## config.mk

```make
export PLATFORM = sky130hd
export DESIGN_NAME = processor_error_status_regs
export DESIGN_NICKNAME = d
export VERILOG_FILES = /design/src/rtl/err_status_pkg.sv /design/src/rtl/processor_error_status_regs.sv
export VERILOG_INCLUDE_DIRS = /design/src /design/src/rtl
export SDC_FILE = /design/constraint.sdc
export NUM_CORES = 1
export LEC_CHECK = 0
export ABC_AREA = 1
export BUFFER_PORTS_ARGS = -buffer_cell sky130_fd_sc_hd__buf_2
export CAP_MARGIN = 20
export CORE_MARGIN = 10
export CORE_UTILIZATION = 50
export DETAILED_ROUTE_END_ITERATION = 16
export PLACE_DENSITY_LB_ADDON = 0.2
export SLEW_MARGIN = 20
export SYNTH_ARGS = -nofsm -noshare
export SYNTH_HDL_FRONTEND = slang
export SYNTH_SLANG_ARGS = --single-unit
export TNS_END_PERCENT = 10
```

## constraint.sdc

```tcl
create_clock -name clk -period 4.5 [get_ports clk]
set_clock_uncertainty 0.15 [all_clocks]
set_input_delay 0.45 -clock clk [delete_from_list [all_inputs] [get_ports clk]]
set_output_delay 0.45 -clock clk [all_outputs]
set_load 0.1 [all_outputs]
```

## src/rtl/err_status_cfg.svh

```systemverilog
// Constants for the processor error status block: bit positions and timing counts.
// Assumes inclusion by bare name from the package and the design module.
`ifndef ERR_STATUS_CFG_SVH
`define ERR_STATUS_CFG_SVH
`define STAT_W 4
`define PC_MISSING 3
`define PC_HIPRI 2
`define PC_PORTINT 1
`define PC_LOCKOUT 0
`define ME_TIMEOUT 3
`define ME_BOUNDS 2
`define ME_LOGCHG 1
`define ME_CPU_UE 0
`define PE_DBLHIT 3
`define PE_KEYPAR 2
`define PE_MPAR 1
`define PE_TAPE 0
`define CLEAR_COLUMN 4'h6
`define MEM_TIMEOUT_NS 2000
`define CLK_PERIOD_NS 40
`define MEM_TIMEOUT_CYC ((`MEM_TIMEOUT_NS + `CLK_PERIOD_NS - 1) / `CLK_PERIOD_NS)
`define KEY_W 8
`define LOG_SEV_NONE 2'h0
`define LOG_SEV_SBE 2'h1
`define LOG_SEV_NCPU 2'h2
`define LOG_SEV_CPU 2'h3
`endif

```

## src/rtl/err_status_pkg.sv

```systemverilog
// Types for the processor error status block.
// Assumes the constants header is on the include path.
`include "err_status_cfg.svh"
package err_status_pkg;
    // One error report offered to the error log
    typedef struct packed {
        logic [3:0] board;
        logic [1:0] chip_row;
        logic [5:0] syndrome;
        logic is_write;
        logic sbe;
        logic ncpu_ue;
        logic cpu_ue;
    } mem_err_rpt_t;
    // Stored error-log entry
    typedef struct packed {
        logic [3:0] board;
        logic [1:0] chip_row;
        logic [5:0] syndrome;
        logic is_write;
        logic multiple;
        logic sbe;
        logic ncpu_ue;
        logic cpu_ue;
    } err_log_t;
    // Cache key store entry
    typedef struct packed {
        logic [7:0] key;
        logic valid;
        logic parity;
    } key_entry_t;
    // Memory micro watchdog states
    typedef enum logic [1:0] {
        WD_IDLE = 2'b01,
        WD_BUSY = 2'b10
    } wd_state_t;
endpackage : err_status_pkg

```

## src/rtl/processor_error_status_regs.sv

```systemverilog
// Error and condition status registers of the processor: port conditions,
// memory error status, processor error status, halt decision and lamp.
// Assumes all inputs are synchronous to clk and event inputs are single-cycle pulses.
//
// Summary of operation
// RL1 - Port condition group mirrors port interface lines
// RL2 - Direct connect: bits 2..0 false, bit3 strapped
// RL3 - Memory status clears on start or panel load
// RL4 - Memory micro time-out sets bit3, halts
// RL5 - Beyond memory size sets bit2, returns zeros
// RL6 - Out-of-bounds during fetch halts processor
// RL7 - Error log change sets bit1; read empties
// RL8 - Log keeps first error unless higher priority
// RL9 - Log entry: board, row, syndrome, flags
// RL10 - CPU uncorrectable sets bit0; fetch halts
// RL11 - Memory status movable; sets summary flag
// RL12 - Processor status clears on start or load
// RL13 - Double hit merges data, sets bit3, halts in fetch if enabled
// RL14 - Odd key parity check sets bit2
// RL15 - Cleared key entry: zero, valid, parity zero
// RL16 - Key parity in fetch halts if enabled
// RL17 - Micro parity sets bit1 and halts, suppressible
// RL18 - Cassette error sets bit0; halts in tape
// RL19 - Lamp lit by error events, not loads
// RL20 - Lamp off on start or panel load
// RL21 - Interrupt from missing device or port interrupt
// RL22 - Status bits stay set until cleared
`timescale 1ns/10ps
`include "err_status_cfg.svh"
module processor_error_status_regs
    import err_status_pkg::*;
#(
    parameter int TIMEOUT_CYC = `MEM_TIMEOUT_CYC
) (
    input wire logic clk,
    input wire logic rst_b,
    // Port interchange
    input wire logic port_present,
    input wire logic port_missing,
    input wire logic port_hipri,
    input wire logic port_int,
    input wire logic port_lockout,
    input wire logic strap_missing,
    input wire logic other_int,
    // Machine state and panel
    input wire logic halted,
    input wire logic start_pulse,
    input wire logic load_button,
    input wire logic [3:0] reg_select,
    input wire logic fetch_active,
    input wire logic cache_enabled,
    input wire logic tape_loading_mode,
    input wire logic console_loading,
    input wire logic mreg_move,
    input wire logic proc_clear,
    // Micro-operation register moves
    input wire logic mem_stat_we,
    input wire logic proc_stat_we,
    input wire logic [3:0] wr_data,
    input wire logic summary_error_flag_we,
    input wire logic summary_error_flag_wd,
    // Memory subsystem
    input wire logic mem_micro_start,
    input wire logic mem_micro_done,
    input wire logic [3:0] access_stacks,
    input wire logic [3:0] memory_size_limit,
    input wire logic [3:0] installed_stacks,
    input wire logic mem_rd_valid,
    input wire logic [23:0] mem_rd_data,
    input wire logic err_rpt_valid,
    input wire mem_err_rpt_t err_rpt,
    input wire logic err_log_read,
    // Cache and micro fetch
    input wire logic cache_rd_valid,
    input wire logic hit_a,
    input wire logic hit_b,
    input wire logic [23:0] cache_data_a,
    input wire logic [23:0] cache_data_b,
    input wire key_entry_t key_a,
    input wire key_entry_t key_b,
    input wire logic micro_valid,
    input wire logic micro_parity_ok,
    input wire logic cassette_error,
    // Outputs
    output logic [3:0] port_condition_group,
    output logic [3:0] memory_error_status,
    output logic [3:0] processor_error_status,
    output logic summary_error_flag,
    output logic halt_request,
    output logic parity_lamp,
    output logic composite_int,
    output logic [23:0] mem_data_out,
    output logic [23:0] cache_data_out,
    output err_log_t err_log,
    output key_entry_t key_init,
    output logic mem_busy
);
    // Panel clear while halted at the clear column, or any start pulse
    logic clear_evt;
    assign clear_evt = start_pulse |
                       (halted & load_button & (reg_select == `CLEAR_COLUMN)); // RL3 RL12 RL20

    // Memory micro watchdog
    wd_state_t wd_q;
    logic [15:0] wd_cnt_q;
    logic timeout_evt;
    assign timeout_evt = (wd_q == WD_BUSY) & (wd_cnt_q == 16'(TIMEOUT_CYC - 1)) & ~mem_micro_done;
    assign mem_busy = (wd_q == WD_BUSY);

    // Watchdog counts busy cycles; a stuck micro stays busy after time-out
    always_ff @(posedge clk) begin
        if (!rst_b) begin
            wd_q <= WD_IDLE;
            wd_cnt_q <= 16'h0000;
        end else begin
            case (wd_q)
                WD_IDLE: begin
                    wd_cnt_q <= 16'h0000;
                    if (mem_micro_start) begin
                        wd_q <= WD_BUSY;
                    end
                end
                WD_BUSY: begin
                    if (mem_micro_done) begin
                        wd_q <= WD_IDLE;
                    end else if (wd_cnt_q != 16'(TIMEOUT_CYC - 1)) begin
                        wd_cnt_q <= wd_cnt_q + 16'h0001; // RL4
                    end
                end
                default: begin
                    wd_q <= WD_IDLE;
                end
            endcase
        end
    end

    // Out-of-bounds when access reaches beyond either size bound
    logic bounds_evt;
    logic [3:0] admin_size;
    assign admin_size = (memory_size_limit < installed_stacks) ? memory_size_limit :
                        installed_stacks;
    assign bounds_evt = mem_rd_valid & (access_stacks > admin_size); // RL5

    // Absent stacks return zeros with no correction
    always_ff @(posedge clk) begin
        if (!rst_b) begin
            mem_data_out <= 24'h000000;
        end else if (mem_rd_valid) begin
            mem_data_out <= bounds_evt ? 24'h000000 : mem_rd_data; // RL5
        end
    end

    // Error log priority
    logic [1:0] new_sev;
    logic [1:0] cur_sev;
    logic log_take;
    logic log_chg_evt;
    assign new_sev = err_rpt.cpu_ue ? `LOG_SEV_CPU : err_rpt.ncpu_ue ? `LOG_SEV_NCPU :
                     err_rpt.sbe ? `LOG_SEV_SBE : `LOG_SEV_NONE;
    assign cur_sev = err_log.cpu_ue ? `LOG_SEV_CPU : err_log.ncpu_ue ? `LOG_SEV_NCPU :
                     err_log.sbe ? `LOG_SEV_SBE : `LOG_SEV_NONE;
    // A same-cycle read empties the log first, so any report then lands in it
    assign log_take = err_rpt_valid & (new_sev != `LOG_SEV_NONE) &
                      (err_log_read | (new_sev > cur_sev)); // RL8
    assign log_chg_evt = err_rpt_valid & (new_sev != `LOG_SEV_NONE);

    // Log keeps first error unless a higher-ranked one arrives; a new report wins over a same-cycle read
    always_ff @(posedge clk) begin
        if (!rst_b) begin
            err_log <= '0;
        end else if (log_take) begin
            err_log.board <= err_rpt.board; // RL9
            err_log.chip_row <= err_rpt.chip_row;
            err_log.syndrome <= err_rpt.syndrome;
            err_log.is_write <= err_rpt.is_write;
            err_log.multiple <= (cur_sev != `LOG_SEV_NONE) & ~err_log_read;
            err_log.sbe <= (err_log.sbe & ~err_log_read) | err_rpt.sbe;
            err_log.ncpu_ue <= (err_log.ncpu_ue & ~err_log_read) | err_rpt.ncpu_ue;
            err_log.cpu_ue <= err_rpt.cpu_ue;
        end else if (log_chg_evt & ~err_log_read) begin
            err_log.multiple <= 1'b1; // Equal or lower-ranked report lost
            err_log.sbe <= err_log.sbe | err_rpt.sbe;
            err_log.ncpu_ue <= err_log.ncpu_ue | err_rpt.ncpu_ue;
        end else if (err_log_read) begin
            err_log <= '0; // RL7
        end
    end

    // Memory error events
    logic cpu_ue_evt;
    logic [3:0] mem_set;
    assign cpu_ue_evt = err_rpt_valid & err_rpt.cpu_ue; // RL10
    assign mem_set = {timeout_evt, bounds_evt, log_chg_evt, cpu_ue_evt}; // RL4 RL7

    // Memory error status: set beats clear and write
    always_ff @(posedge clk) begin
        if (!rst_b) begin
            memory_error_status <= 4'h0;
        end else if (clear_evt) begin
            memory_error_status <= mem_set; // RL3
        end else if (mem_stat_we) begin
            memory_error_status <= wr_data | mem_set; // RL11
        end else begin
            memory_error_status <= memory_error_status | mem_set; // RL22
        end
    end

    // Cache read: merge both blocks on a double hit
    logic dbl_evt;
    logic key_par_evt;
    assign dbl_evt = cache_rd_valid & hit_a & hit_b;
    assign key_par_evt = cache_rd_valid & (~(^key_a) | ~(^key_b)); // RL14

    // Cache data output
    always_ff @(posedge clk) begin
        if (!rst_b) begin
            cache_data_out <= 24'h000000;
        end else if (cache_rd_valid) begin
            cache_data_out <= (hit_a ? cache_data_a : 24'h000000) |
                              (hit_b ? cache_data_b : 24'h000000); // RL13
        end
    end

    // Initial key entry written into the key stores on a processor clear
    assign key_init = '{key: 8'h00, valid: 1'b1, parity: 1'b0}; // RL15

    // Processor error events
    logic mpar_evt;
    logic tape_evt;
    logic [3:0] proc_set;
    assign mpar_evt = micro_valid & ~micro_parity_ok & ~mreg_move & ~tape_loading_mode &
                      ~console_loading; // RL17
    assign tape_evt = cassette_error; // RL18
    assign proc_set = {dbl_evt, key_par_evt, mpar_evt, tape_evt}; // RL13

    // Processor error status: set beats clear and write
    always_ff @(posedge clk) begin
        if (!rst_b) begin
            processor_error_status <= 4'h0;
        end else if (clear_evt) begin
            processor_error_status <= proc_set; // RL12
        end else if (proc_stat_we) begin
            processor_error_status <= wr_data | proc_set;
        end else begin
            processor_error_status <= processor_error_status | proc_set; // RL22
        end
    end

    // Any error event
    logic any_evt;
    assign any_evt = (|mem_set) | (|proc_set);

    // Summary flag: events set it, software may load it
    always_ff @(posedge clk) begin
        if (!rst_b) begin
            summary_error_flag <= 1'b0;
        end else if (any_evt) begin
            summary_error_flag <= 1'b1; // RL11
        end else if (summary_error_flag_we) begin
            summary_error_flag <= summary_error_flag_wd;
        end
    end

    // Lamp: lit by events only; a clear is beaten by a same-cycle event
    always_ff @(posedge clk) begin
        if (!rst_b) begin
            parity_lamp <= 1'b0;
        end else if (any_evt) begin
            parity_lamp <= 1'b1; // RL19
        end else if (clear_evt) begin
            parity_lamp <= 1'b0; // RL20
        end
    end

    // Halt decision, combinational handshake to the sequencer
    logic fetch_en;
    assign fetch_en = fetch_active & cache_enabled;
    assign halt_request = timeout_evt | (bounds_evt & fetch_active) | // RL4 RL6
                          (cpu_ue_evt & fetch_active) | // RL10
                          (dbl_evt & fetch_en) | (key_par_evt & fetch_en) | // RL13 RL16
                          mpar_evt | // RL17
                          (processor_error_status[`PE_TAPE] & tape_loading_mode); // RL18

    // Port condition group mirror or strap
    always_comb begin
        if (port_present) begin
            port_condition_group = {port_missing, port_hipri, port_int, port_lockout}; // RL1
        end else begin
            port_condition_group = {strap_missing, 3'b000}; // RL2
        end
    end
    assign composite_int = port_condition_group[`PC_MISSING] |
                           port_condition_group[`PC_PORTINT] | other_int; // RL21

    // Unused input kept for clear sequencing by the key store owner
    logic unused_clear;
    assign unused_clear = proc_clear;

    // A time-out leaves its mark in the status and on the lamp
    a_timeout_sets: assert property (@(posedge clk) disable iff (!rst_b) // RL4
        timeout_evt |=> memory_error_status[`ME_TIMEOUT] && parity_lamp)
        else $error("time-out did not set status"); // RL4
    // The stuck micro must stop the machine in the same cycle
    a_timeout_halts: assert property (@(posedge clk) disable iff (!rst_b) // RL4
        timeout_evt |-> halt_request)
        else $error("time-out did not halt"); // RL4
    // Absent stacks read as zeros and flag the bound
    a_bounds_zero: assert property (@(posedge clk) disable iff (!rst_b) // RL5
        bounds_evt |=> mem_data_out == 24'h000000 && memory_error_status[`ME_BOUNDS])
        else $error("out-of-bounds data not zero"); // RL5
    // A quiet clear event empties the memory status and puts the lamp out
    a_mem_clear: assert property (@(posedge clk) disable iff (!rst_b) // RL3
        clear_evt && !any_evt |=> memory_error_status == 4'h0 && !parity_lamp)
        else $error("memory status not cleared"); // RL3
    // The same clear empties the processor status
    a_proc_clear: assert property (@(posedge clk) disable iff (!rst_b) // RL12
        clear_evt && !any_evt |=> processor_error_status == 4'h0)
        else $error("processor status not cleared"); // RL12
    // A latched bit survives cycles with no clear and no write
    a_status_hold: assert property (@(posedge clk) disable iff (!rst_b) // RL22
        memory_error_status[`ME_LOGCHG] && !clear_evt && !mem_stat_we |=>
        memory_error_status[`ME_LOGCHG])
        else $error("status bit dropped"); // RL22
    // Bad parity on key store A is flagged and summarised
    a_key_parity: assert property (@(posedge clk) disable iff (!rst_b) // RL14
        cache_rd_valid && !(^key_a) |=> processor_error_status[`PE_KEYPAR] && summary_error_flag)
        else $error("key parity not flagged"); // RL14
    // Tape loading carries no parity, so no micro parity error may appear
    a_mpar_suppress: assert property (@(posedge clk) disable iff (!rst_b) // RL17
        tape_loading_mode && !cache_rd_valid && !cassette_error && !proc_stat_we &&
        !clear_evt && !processor_error_status[`PE_MPAR] |=> !processor_error_status[`PE_MPAR])
        else $error("parity checked during tape load"); // RL17
    // With the cache off a double hit only flags, it never halts
    a_dbl_nohalt: assert property (@(posedge clk) disable iff (!rst_b) // RL13
        dbl_evt && !cache_enabled && !timeout_evt && !mpar_evt && !bounds_evt && !cpu_ue_evt &&
        !(processor_error_status[`PE_TAPE] && tape_loading_mode) |-> !halt_request)
        else $error("disabled cache double hit halted"); // RL13
    // Without the interchange the low bits are strapped false
    a_direct_conn: assert property (@(posedge clk) disable iff (!rst_b) // RL2
        !port_present |-> port_condition_group[2:0] == 3'b000)
        else $error("direct connect bits not false"); // RL2
    // Loading the summary flag by software must not light the lamp
    a_load_no_lamp: assert property (@(posedge clk) disable iff (!rst_b) // RL19
        summary_error_flag_we && !any_evt && !parity_lamp |=> !parity_lamp)
        else $error("software flag load lit the lamp");
endmodule : processor_error_status_regs

```

==> impl_metrics.json <==
{
  "fp.dieH_microns": 119.9,
  "postSynthAreaPerCell_sq_um": 6.730,
  "drc": 0,
  "synth_area_sq_mm": 0.004994,
  "synth.top_cell.area_share_pct": 37.28,
  "finalSetupViolCount": 0,
  "tightest_slew_ns": 0.9072,
  "end_kind": "primary output",
  "hold_viol": 0,
  "fin_crit_ns": 3.393,
  "cts_tree": "done",
  "area_growth_pct": 28.66,
  "io_buffer_count": 241,
  "synthCells": 742,
  "postCtsResizedCells": 0,
  "num_rows": 36,
  "synth_top_area_cell": "dfxtp_1",
  "slew_headroom_pct": 39.30,
  "die_area_sq_mm": 0.01438,
  "worst_hold_path.num_cells": 3,
  "hp-start": "err_rpt[14]",
  "r2r_start": "err_log[0]",
  "finalMaxSlewViolations": 0,
  "cts_buffers": 9,
  "cts_max_path_buffers": 2,
  "viasPerCell": 4.932,
  "antenna_left": 0,
  "cts_hold_buffers": 0,
  "drive_gt1_share_pct": 29.27,
  "clk_latency_ns": 0.36,
  "vias": 5425,
  "grt_overflow": 0,
  "maxCapViolations": 0,
  "hold_path_end": "err_log[15]",
  "crit_type": "input port to primary output",
  "placed_area_sq_mm": 0.006207,
  "hpwl_microns": 12410,
  "total_power_mw": 2.280,
  "rsz0062_at_grt": "no",
  "cpPeakStageDelay_ns": 0.29,
  "grt_usage_pct": 21.22,
  "wl_per_cell_microns": 14.41,
  "crit_slowest_cell": "buf_2",
  "startpoint_type": "input port",
  "design_area_sq_mm": 0.006425,
  "r2r_cells": 9,
  "ios": 253,
  "root_buffer": "clkbuf_8",
  "num-fill-cells": 961,
  "cp_common_cell": "nand2_1",
  "drt_pass1_iterations": 5,
  "crit_chain": "buf_2, ha_1, a21boi_0, o211ai_1, nand2_1, nand2_1, o21ai_0, ha_1, nand2_1, nor2_1, a21oi_1, nand2_1, nand2_1, a221oi_1, nand2_1, buf_2",
  "post-cts-setup-buffer-count": 0,
  "synth_area_leaders": "dfxtp_1 (37%), nand2_1 (14%), nand3_1 (9.3%)",
  "peakVddDrop_mv": 0.2108,
  "yosysSeqAreaShare_pct": 37.28,
  "grt_pass1_vias": 5203,
  "setup_tns_ns": 0,
  "power_density_mw_per_mm2": 354.8,
  "yosysUniqueCellTypes": 41,
  "worstPathArrival_ns": 2.79,
  "start_util_pct": 51.32,
  "die_width_microns": 119.9,
  "clk_pin_slew_ns": 0.11,
  "leakage_nw": 3.470,
  "fin_crit_sh_pct": 75.40,
  "grt_pass1_wl_microns": 25510,
  "grt_start_max_net_pins": 52,
  "r2r_end": "err_log[5]",
  "drt_iter0_markers": 295,
  "holdCritPathClass": "input port to flop",
  "reg2reg_setup_slack_ns": 2.18,
  "routed_wl_microns": 15850,
  "fmax_ghz": 0.2947,
  "h-tree-depth": 3,
  "yosys_warnings": 0,
  "worstPathMaxFanout": 6,
  "coreArea_sq_mm": 0.009729,
  "status": "finished, final reports clean",
  "globalplace.congestion": 0.8471,
  "ys_seq_elements": 93,
  "antenna_found_initial": 2,
  "cts.sink_count": 93,
  "worstPathRequired_ns": 3.90,
  "layout.nets": 1135,
  "diodes": 0
}
-- per-stage QoR --
step	setup WS [ns]	cells	hold slack, ns	util, %
global route	0.7109	1100	0.1669	66.04
global placement	1.069	1084	0.3061	63.80
finish	1.107	1100	0.1774	66.04
detailed placement	1.084	1084	0.3073	63.80
CTS	1.078	1100	0.1648	66.04
floorplan	1.182	750	0.3008	-
-- critical path, delay by kind of cell --
family	cells	cell delay (ns)
AO/OA/AOI/OAI	5	0.67
adder cells (fa/ha/maj)	2	0.55
buffers and inverters	2	0.40
AND/OR/NAND/NOR	7	0.73
-- cells in the final DEF (no fill, tap or decap), types with 2 or more instances in the layout --
| cell type | count |
|---|---|
| clkbuf_8 | 9 |
| xnor2_1 | 3 |
| nor2_1 | 54 |
| ha_1 | 12 |
| conb_1 | 10 |
| inv_8 | 2 |
| nand2_1 | 190 |
| a21oi_1 | 43 |
| clkinv_1 | 2 |
| nor2_4 | 4 |
| buf_2 | 241 |
| inv_1 | 80 |
| dfxtp_1 | 93 |
| nor3_1 | 29 |
| nand2_4 | 2 |
| nand4_1 | 8 |
| inv_2 | 2 |
| nand3_1 | 93 |
| xor2_1 | 7 |
| mux2_2 | 8 |
| o21ai_0 | 48 |
| buf_4 | 3 |
-- report_power, final --
group | switching [mW] | total, mW | internal (mW)
Combinational | 0.614 | 0.779 | 0.165
Sequential | 0.0237 | 0.895 | 0.871
Clock | 0.334 | 0.606 | 0.273
Total | 0.972 | 2.28 | 1.31
-- layer usage --
layer  GRT usage [%]  routed length [microns]
met1           25.14                     6479
met2           34.97                     7604
met3           9.142                     1591
met4           4.525                      149
met5               0                       27
-- how the worst max path moves through the flow --
stage | startpoint | endpoint | slack (ns) | cells past startpoint
2_1_floorplan | installed_stacks[1] | halt_request | 1.18 | 16
3_3_place_gp | memory_size_limit[1] | halt_request | 1.07 | 17
3_5_place_dp | memory_size_limit[1] | halt_request | 1.08 | 16
4_1_cts | memory_size_limit[1] | halt_request | 1.08 | 16
5_1_grt | installed_stacks[1] | halt_request | 0.71 | 17
6_report | memory_size_limit[1] | halt_request | 1.11 | 16
-- cell type report --
cell class	count	area, sq um	area share, %
Sequential cell	93	1862	28.98
Timing Repair Buffer	244	1229	19.12
Multi-Input combinational cell	530	2635	41.01
Clock buffer	9	123.9	1.928
Tap cell	133	166.4	2.590
Inverter	84	315.3	4.907
Clock inverter	7	93.84	1.461
-- state kept, by name, summed over array words and instances, names as in the netlist --
register / cells
memory_error_status: 4
wd_q: 2
mem_data_out: 24
parity_lamp: 1
err_log: 17
cache_data_out: 24
processor_error_status: 4
wd_cnt_q: 16
summary_error_flag: 1
-- cells by family (layout without fill, tap and decap cells) --
logic type / after synthesis / after routing / synth area share, %
other: 2 / 10 / 0.1504
DFF: 93 / 93 / 37.28
AOI/OAI and AO/OA: 103 / 103 / 11.25
muxes: 9 / 9 / 2.005
and+or+nand+nor: 386 / 386 / 34.00
buffers and inverters: 127 / 344 / 10.55
adders and majority gates: 12 / 12 / 3.007
xor gates and xnor gates: 10 / 10 / 1.754
-- synth_stat cells --
| master | number |
|---|---|
| nand2_1 | 190 |
| dfxtp_1 | 93 |
| nand3_1 | 93 |
| inv_1 | 80 |
| nor2_1 | 54 |
| o21ai_0 | 48 |
| a21oi_1 | 43 |
| nor3_1 | 29 |
| clkbuf_1 | 26 |
| buf_4 | 12 |
| ha_1 | 12 |
| mux2_2 | 8 |
| nand4_1 | 8 |
| xor2_1 | 7 |
| buf_2 | 4 |
| nor2_4 | 4 |
| xnor2_1 | 3 |
| clkinv_1 | 2 |
| conb_1 | 2 |
| inv_2 | 2 |
| nand2_4 | 2 |
| a211oi_1 | 1 |
| a21boi_0 | 1 |
| a21o_1 | 1 |
| a221oi_1 | 1 |
| a22oi_1 | 1 |
| a2bb2oi_1 | 1 |
| a31o_2 | 1 |
| a41o_1 | 1 |
| and3_1 | 1 |
| buf_1 | 1 |
| mux2i_1 | 1 |
| nand2_2 | 1 |
| nand3b_1 | 1 |
| nor2_2 | 1 |
| nor4_4 | 1 |
| o211ai_1 | 1 |
| o21ai_2 | 1 |
| o21ai_4 | 1 |
| o31ai_1 | 1 |
| or2_2 | 1 |
Note: power is estimated with default switching activity, not from simulation.
